--- config.mk ---
export PLATFORM = sky130hd
export DESIGN_NAME = ips_sequencer
export DESIGN_NICKNAME = d
export VERILOG_FILES = /design/src/ips_pkg.sv /design/src/ips_sequencer.sv
export SDC_FILE = /design/constraint.sdc
export NUM_CORES = 1
export LEC_CHECK = 0
export ABC_AREA = 0
export BUFFER_PORTS_ARGS = -buffer_cell sky130_fd_sc_hd__buf_2
export CORE_MARGIN = 4
export CORE_UTILIZATION = 58
export CTS_BUF_LIST = sky130_fd_sc_hd__clkbuf_4 sky130_fd_sc_hd__clkbuf_8
export DETAILED_ROUTE_END_ITERATION = 10
export MAX_ROUTING_LAYER = met4
export PLACE_DENSITY = 0.74
export SYNTH_ARGS = -nofsm -noshare
export SYNTH_HDL_FRONTEND = slang
export SYNTH_SLANG_ARGS = --single-unit
--- constraint.sdc ---
create_clock -name clk -period 3.6 [get_ports clk]
set_input_delay 0.72 -clock clk [delete_from_list [all_inputs] [get_ports clk]]
set_output_delay 0.72 -clock clk [all_outputs]
set_load 0.02 [all_outputs]
--- src/ips_pkg.sv ---
package ips_pkg;
  localparam int unsigned CLK_HZ = 250_000_000;
  localparam int unsigned TRIAL_S = 90;
  localparam int unsigned RETRY_S = 300;
  localparam int unsigned RESET_WAIT_S = 30;
  localparam int unsigned STAB_MS = 1000;
  localparam int unsigned DEBOUNCE_US = 1000;
  localparam longint unsigned TRIAL_CYC = longint'(TRIAL_S) * CLK_HZ;
  localparam longint unsigned RETRY_CYC = longint'(RETRY_S) * CLK_HZ;
  localparam longint unsigned RESET_WAIT_CYC = longint'(RESET_WAIT_S) * CLK_HZ;
  localparam longint unsigned STAB_CYC = longint'(STAB_MS) * (CLK_HZ / 1000);
  localparam longint unsigned DEBOUNCE_CYC = longint'(DEBOUNCE_US) * (CLK_HZ / 1_000_000);
  localparam int CNT_W = 40;
  localparam int DB_W = 20;

  typedef enum logic [2:0] {
    IPS_IDLE = 3'b000,
    IPS_TRIAL = 3'b001,
    IPS_STAB = 3'b011,
    IPS_RUN = 3'b010,
    IPS_RETRY = 3'b110,
    IPS_SHUT = 3'b111
  } ips_state_e;

  typedef struct packed {
    logic heatReq;
    logic flameLow;
    logic flameHigh;
  } ips_in_s;

  typedef struct packed {
    logic sparkEn;
    logic pilotValve;
    logic mainValve;
  } ips_out_s;
endpackage

--- src/ips_sequencer.sv ---
// Overview of operation
// - A new heat request turns on spark and pilot valve together, starting a trial.
// - In a trial, reaching the low flame level stops the spark while the pilot stays open.
// - The main valve opens only at the high flame level, never on the low level alone.
// - Spark comes back if flame drops below low level, but the trial never outlasts its time.
// - Without proved flame the spark ends when the trial time (90 s default) runs out.
// - After the main valve opens a stabilization interval passes, then run mode supervises flame.
// - Losing flame in run mode closes both pilot and main valves.
// - A trial that ends unproved closes spark and pilot, leaving all gas closed.
// - After a failed trial all outputs stay off for five minutes, then a new trial starts.
// - Trial and delay repeat without limit until flame is proved or the request ends.
// - Removing and reasserting the request, or a power reset, cuts the retry delay short.
// - After a shutoff, idle returns once the request has stayed off at least 30 seconds.
// - A request that goes inactive closes main valve, pilot valve and spark in any phase.
`timescale 1ns/1ps
module ips_sequencer #(
  parameter longint unsigned TRIAL_CYCLES = ips_pkg::TRIAL_CYC,
  parameter longint unsigned RETRY_CYCLES = ips_pkg::RETRY_CYC,
  parameter longint unsigned RESET_WAIT_CYCLES = ips_pkg::RESET_WAIT_CYC,
  parameter longint unsigned STAB_CYCLES = ips_pkg::STAB_CYC,
  parameter longint unsigned DEBOUNCE_CYCLES = ips_pkg::DEBOUNCE_CYC
) (
  input wire logic clk,
  input wire logic sys_rst,
  input wire ips_pkg::ips_in_s pinIn,
  output ips_pkg::ips_out_s valveOut,
  output ips_pkg::ips_state_e phase
);
  import ips_pkg::*;

  // Each limit lies one short of its interval; the state change takes the last cycle
  localparam logic [CNT_W-1:0] TRIAL_LIM = CNT_W'(TRIAL_CYCLES - 1);
  localparam logic [CNT_W-1:0] RETRY_LIM = CNT_W'(RETRY_CYCLES - 1);
  localparam logic [CNT_W-1:0] RWAIT_LIM = CNT_W'(RESET_WAIT_CYCLES - 1);
  localparam logic [CNT_W-1:0] STAB_LIM = CNT_W'(STAB_CYCLES - 1);
  localparam logic [DB_W-1:0] DB_LIM = DB_W'(DEBOUNCE_CYCLES - 1);

  typedef struct packed {
    logic [2:0] sync1;
    logic [2:0] sync2;
    logic [2:0] clean;
    logic [2:0][DB_W-1:0] dbCnt;
    logic heatPrev;
    ips_state_e st;
    logic [CNT_W-1:0] trialCnt;
    logic [CNT_W-1:0] phaseCnt;
    logic [CNT_W-1:0] offCnt;
    ips_out_s out;
  } ips_reg_s;

  ips_reg_s q_r, q_nxt;
  logic heat, fLow, fHigh, heatRise;

  assign heat = q_r.clean[2];
  assign fLow = q_r.clean[1];
  assign fHigh = q_r.clean[0];
  assign heatRise = heat && !q_r.heatPrev;
  assign valveOut = q_r.out;
  assign phase = q_r.st;

  always_comb begin
    q_nxt = q_r;
    // Two-stage sync then hold-time debounce per input
    q_nxt.sync1 = {pinIn.heatReq, pinIn.flameLow, pinIn.flameHigh};
    q_nxt.sync2 = q_r.sync1;
    for (int i = 0; i < 3; i++) begin
      if (q_r.sync2[i] == q_r.clean[i]) begin
        q_nxt.dbCnt[i] = '0;
      end else if (q_r.dbCnt[i] == DB_LIM) begin
        q_nxt.clean[i] = q_r.sync2[i];
        q_nxt.dbCnt[i] = '0;
      end else begin
        q_nxt.dbCnt[i] = q_r.dbCnt[i] + 1'b1;
      end
    end
    q_nxt.heatPrev = heat;
    q_nxt.offCnt = heat ? '0 : ((q_r.offCnt == RWAIT_LIM) ? q_r.offCnt : q_r.offCnt + 1'b1);
    q_nxt.phaseCnt = q_r.phaseCnt + 1'b1;
    q_nxt.trialCnt = q_r.trialCnt + 1'b1;
    unique case (q_r.st)
      IPS_IDLE: begin
        q_nxt.out = '0;
        if (heatRise) begin
          q_nxt.st = IPS_TRIAL;
          q_nxt.trialCnt = '0;
          q_nxt.out = '{sparkEn: 1'b1, pilotValve: 1'b1, mainValve: 1'b0};
        end
      end
      IPS_TRIAL: begin
        q_nxt.out.pilotValve = 1'b1;
        q_nxt.out.sparkEn = !fLow;
        if (!heat) begin
          q_nxt.st = IPS_IDLE;
          q_nxt.out = '0;
        end else if (fHigh && fLow) begin
          q_nxt.st = IPS_STAB;
          q_nxt.phaseCnt = '0;
          q_nxt.out = '{sparkEn: 1'b0, pilotValve: 1'b1, mainValve: 1'b1};
        end else if (q_r.trialCnt >= TRIAL_LIM) begin
          q_nxt.st = IPS_RETRY;
          q_nxt.phaseCnt = '0;
          q_nxt.out = '0;
        end
      end
      IPS_STAB: begin
        // Flame level is not judged while the main flame settles
        if (!heat) begin
          q_nxt.st = IPS_IDLE;
          q_nxt.out = '0;
        end else if (q_r.phaseCnt >= STAB_LIM) begin
          q_nxt.st = IPS_RUN;
        end
      end
      IPS_RUN: begin
        if (!heat) begin
          q_nxt.st = IPS_IDLE;
          q_nxt.out = '0;
        end else if (!fLow) begin
          q_nxt.st = IPS_SHUT;
          q_nxt.out = '0;
        end
      end
      IPS_RETRY: begin
        q_nxt.out = '0;
        if (heatRise) begin
          q_nxt.st = IPS_TRIAL;
          q_nxt.trialCnt = '0;
          q_nxt.out = '{sparkEn: 1'b1, pilotValve: 1'b1, mainValve: 1'b0};
        end else if (!heat && q_r.offCnt == RWAIT_LIM) begin
          q_nxt.st = IPS_IDLE;
        end else if (heat && q_r.phaseCnt >= RETRY_LIM) begin
          q_nxt.st = IPS_TRIAL;
          q_nxt.trialCnt = '0;
          q_nxt.out = '{sparkEn: 1'b1, pilotValve: 1'b1, mainValve: 1'b0};
        end
      end
      IPS_SHUT: begin
        q_nxt.out = '0;
        if (heatRise) begin
          q_nxt.st = IPS_TRIAL;
          q_nxt.trialCnt = '0;
          q_nxt.out = '{sparkEn: 1'b1, pilotValve: 1'b1, mainValve: 1'b0};
        end else if (!heat && q_r.offCnt == RWAIT_LIM) begin
          q_nxt.st = IPS_IDLE;
        end
      end
      default: begin
        q_nxt.st = IPS_IDLE;
        q_nxt.out = '0;
      end
    endcase
  end

  always_ff @(posedge clk) begin
    if (sys_rst) begin
      q_r <= '0;
    end else begin
      q_r <= q_nxt;
    end
  end

  // Properties on the registered outputs and the sequencing state
  a_spark_pilot_start: assert property (@(posedge clk) disable iff (sys_rst)
    (q_r.st == IPS_IDLE && heatRise) |=> (valveOut.sparkEn && valveOut.pilotValve))
    else $error("spark and pilot did not start together");
  a_spark_off_low: assert property (@(posedge clk) disable iff (sys_rst)
    (q_r.st == IPS_TRIAL && heat && fLow && q_r.trialCnt < TRIAL_LIM)
    |=> (!valveOut.sparkEn && valveOut.pilotValve))
    else $error("spark not stopped at low flame");
  a_spark_back_on: assert property (@(posedge clk) disable iff (sys_rst)
    (q_r.st == IPS_TRIAL && heat && !fLow && q_r.trialCnt < TRIAL_LIM)
    |=> (valveOut.sparkEn && valveOut.pilotValve))
    else $error("spark not restored after flame dropped");
  a_trial_no_main: assert property (@(posedge clk) disable iff (sys_rst)
    (q_r.st == IPS_TRIAL) |-> !valveOut.mainValve)
    else $error("main valve open during trial");
  a_low_not_main: assert property (@(posedge clk) disable iff (sys_rst)
    (q_r.st == IPS_TRIAL && heat && fLow && !fHigh) |=> !valveOut.mainValve)
    else $error("main valve opened on low flame alone");
  a_high_opens_main: assert property (@(posedge clk) disable iff (sys_rst)
    (q_r.st == IPS_TRIAL && heat && fLow && fHigh)
    |=> (q_r.st == IPS_STAB && valveOut.mainValve && !valveOut.sparkEn))
    else $error("high flame did not open main valve");
  a_main_needs_high: assert property (@(posedge clk) disable iff (sys_rst)
    $rose(valveOut.mainValve) |-> $past(fHigh))
    else $error("main valve opened without high flame");
  a_trial_bound: assert property (@(posedge clk) disable iff (sys_rst)
    (q_r.st == IPS_TRIAL) |-> (q_r.trialCnt <= TRIAL_LIM))
    else $error("trial overran its time");
  a_trial_timeout: assert property (@(posedge clk) disable iff (sys_rst)
    (q_r.st == IPS_TRIAL && heat && !fHigh && q_r.trialCnt == TRIAL_LIM)
    |=> (valveOut == '0 && q_r.st == IPS_RETRY))
    else $error("failed trial did not close gas");
  a_flame_loss: assert property (@(posedge clk) disable iff (sys_rst)
    (q_r.st == IPS_RUN && heat && !fLow) |=> (!valveOut.pilotValve && !valveOut.mainValve))
    else $error("flame loss did not close valves");
  a_retry_quiet: assert property (@(posedge clk) disable iff (sys_rst)
    (q_r.st == IPS_RETRY) |-> (valveOut == '0))
    else $error("outputs active during retry delay");
  a_heat_off_close: assert property (@(posedge clk) disable iff (sys_rst)
    (!heat && q_r.st != IPS_IDLE) |=> (valveOut == '0))
    else $error("outputs on after request ended");
  a_stab_to_run: assert property (@(posedge clk) disable iff (sys_rst)
    (q_r.st == IPS_STAB && heat && q_r.phaseCnt == STAB_LIM) |=> (q_r.st == IPS_RUN))
    else $error("stabilization did not lead to run");
  a_retry_restart: assert property (@(posedge clk) disable iff (sys_rst)
    (q_r.st == IPS_RETRY && heat && q_r.phaseCnt == RETRY_LIM)
    |=> (q_r.st == IPS_TRIAL && valveOut.sparkEn && valveOut.pilotValve))
    else $error("retry delay did not start a new trial");
  a_retry_holds: assert property (@(posedge clk) disable iff (sys_rst)
    (q_r.st == IPS_RETRY && heat && !heatRise && q_r.phaseCnt < RETRY_LIM)
    |=> (q_r.st == IPS_RETRY))
    else $error("retry delay ended early");
  a_cycle_restart: assert property (@(posedge clk) disable iff (sys_rst)
    (q_r.st inside {IPS_RETRY, IPS_SHUT} && heatRise) |=> (q_r.st == IPS_TRIAL))
    else $error("reasserted request did not restart trial");
  a_reset_wait_idle: assert property (@(posedge clk) disable iff (sys_rst)
    (q_r.st inside {IPS_RETRY, IPS_SHUT} && !heat && q_r.offCnt == RWAIT_LIM)
    |=> (q_r.st == IPS_IDLE))
    else $error("long request off did not return to idle");
  a_debounce_hold: assert property (@(posedge clk) disable iff (sys_rst)
    (q_r.dbCnt[2] != DB_LIM) |=> (q_r.clean[2] == $past(q_r.clean[2])))
    else $error("request changed before debounce ran out");
endmodule // ips_sequencer

==> qor.txt <==
cell types with the highest counts after synthesis: nor2_1, dfxtp_1, nand2_1
global-route wire length before repair: 29.6 mm
Placer Congestion: 0.843
synthesized instance count: 1,098
share of Yosys cell area claimed by the top area cell type: 42.8%
Root Driver: clkbuf_8
via/cell ratio: 5.42
register bit count reported by yosys: 196
Cell Area, Placed: 0.00933 mm²
standard-cell rows: 45
Resized cells post-CTS: 0
pin slew with the least headroom to its limit: 837 ps
maximum buffer depth of the clock tree: 2
clock skew: 12.3 ps
initial drt markers: 454
die width: 134 µm
# DRC: 0
starting utilization of the core area: 59.6%
Yosys warning total: 0
Worst VDD drop: 0.327 mV
area inside the core boundary: 0.0154 mm²
pin count of the biggest net entering global routing: 41
overall track demand over capacity in global routing: 20.2%
power per cell area: 384 mW/mm²
total standard cell area after synthesis: 0.00917 mm²
setup slack of the most critical reg-to-reg path: 1010 ps
Post-CTS Setup Bufs: 0
cell type with the largest total area after synthesis: dfxtp_1
Post-Layout Inst Area: 0.00976 mm²
die boundary height: 134 µm
syn_area_per_cell: 8.35 µm²
area grow syn2layout: 6.41%
critical path data required time: 3940 ps
Yosys cell types: 60
Worst-path clk slew: 90 ps
worst hold margin: 441 ps
Setup-failing EPs final: 0
ys async rst share: 0%
antenna fix cells: 0
Crit. End Element: flop
worst-skew pair later-pin latency: 470 ps
number of levels the H-tree was split into: 4
wire length after detailed routing: 16.9 mm
TritonCTS clock tree: built
total grt overflow: 0
most frequent cell after synthesis: nor2_1
number of antenna violations at the first check in global routing: 0
final-layout setup total negative slack: 0 ps
IO Pins: 11
vias in the first global route: 6,518
Worst slew margin: 43.7%
final worst path period need: 2590 ps
clk sinks: 196
dominant register cell in the synthesized netlist: dfxtp_1
fraction of final layout cells with drive strength greater than 1: 5.82%
maximum fanout count along the critical path: 40
Worst Path Class, Setup: reg -> reg
input/output buffers: 10
# hold bufs at CTS: 0
count of vias placed by the detailed router: 7,106
kind of start point of the critical path: flop
share of synthesized area occupied by flip-flops and latches: 42.8%
outcome: completed
final slew viol count: 0
half-perimeter wire length of the detailed placement result: 11.4 mm
Synth Net Count: 1,109
Die ar.: 0.0179 mm²
Final #Nets: 1,098
routed length per instance: 12.9 µm
share of the cycle needed by the critical path after routing: 71.9%
hold violation count in the final report: 0
type of the tightest min-delay check: reg -> reg
total CTS buffers: 17
top cells by area in the synthesized netlist: dfxtp_1, nor2_1, xor2_1
Detailed Routing Iterations Pass 1: 5
number of maximum-capacitance constraint violations: 0
RSZ-0062 raised after global routing: false
achievable clock frequency: 0.386 GHz
Static Leak: 3.21 nW
Data arrival, critical path: 2930 ps
number of flops mapped to enable cells by yosys: 0
Antenna Nets Post-Route: 0
cells in the final DEF (no fill, tap or decap), types with 3 or more instances in the layout:
master     synthesis  final
nor3_1            30     30
and3_1            28     28
ha_1               6      6
nor4_1            24     23
nor2_1           215    215
or4_1              6      6
nand2_1           81     81
xnor2_1           79     79
a31oi_1            5      5
o21ai_0           20     20
clkbuf_8           0     19
or3_1             21     21
nand3_1           77     77
nand4b_1           4      4
buf_2              5     10
dfxtp_1          196    196
nor4b_1           12     12
xor2_1            80     80
buf_4              7      5
a21oi_1           16     16
inv_1             24     24
and4_1            12     12
bufinv_16          0      3
and2_1             7      7
mux2i_1            5      5
nand2b_1           7      7
nor2b_1           14     14
clkinv_2           0      4
or2_2              6      6
nor3b_1            4      4
o211ai_1           3      3
nand4_1           34     34
power by group:
group          internal (mW)  total, mW  switching (mW)
registers               2.18       2.19         0.00927
logic                 0.0165     0.0569          0.0404
clock network          0.733       1.50           0.765
state kept, by name, summed over array words and instances, names as in the netlist:
name      count
fHigh         1
fLow          1
heat          1
phase         3
q_nxt         3
q_r         184
valveOut      3
worst max-delay path: stages (launching register included):
cell	delay, ps
dfxtp_1	380
nor4_2	430
nand4_1	220
or3_1	370
o211a_1	250
o311ai_4	250
buf_4	420
nor2_1	120
metrics by stage:
step	total power [mW]	cells	worst slack, ps	util, %
floorplan	2.28	1098	1280	-
global placement	2.30	1279	1080	60.7
detailed placement	2.30	1279	1050	60.7
CTS	3.79	1311	990	63.5
global route	3.88	1311	776	63.5
finish	3.74	1311	1010	63.5
cell type report:
class / instances / area [µm²]
Multi-Input combinational cell: 833 / 4970
Clock inverter: 12 / 153
Tap cell: 211 / 264
Clock buffer: 20 / 269
Fill cell: 1368 / 5620
Inverter: 24 / 90.1
Timing Repair Buffer: 15 / 87.6
Sequential cell: 196 / 3920
cell families (layout without fill, tap and decap cells):
kind of cell / after synthesis / count (layout) / synth area share [%]
AOI/OAI and AO/OA: 68 / 68 / 4.79
and+or+nand+nor: 595 / 595 / 32.6
xor gates and xnor gates: 159 / 159 / 15.2
adders and majority gates: 6 / 6 / 0.819
DFF: 196 / 196 / 42.8
buffers and inverters: 69 / 71 / 3.26
muxes: 5 / 5 / 0.546
worst paths after layout:
path | endpoint | depth (start not counted) | start
max | q_r[103]$_SDFF_PP0_ | 7 | q_r[77]$_SDFF_PP0_
min | q_r[191]$_SDFF_PP0_ | 1 | q_nxt[191]$_SDFF_PP0_
max reg2reg | q_r[103]$_SDFF_PP0_ | 7 | q_r[77]$_SDFF_PP0_
min reg2reg | q_r[191]$_SDFF_PP0_ | 1 | q_nxt[191]$_SDFF_PP0_
per-layer routing:
metal / up-vias / part of all wire, % / track usage [%] / routed length, µm
met4: 0 / 1.3 / 5.83 / 217
met1: 3283 / 50 / 26.3 / 8500
met2: 71 / 45 / 31.6 / 7660
li1: 3734 / - / - / -
met5: - / 0 / - / 0
met3: 18 / 3.1 / 4.49 / 520
(Power assumes the default switching activity.)
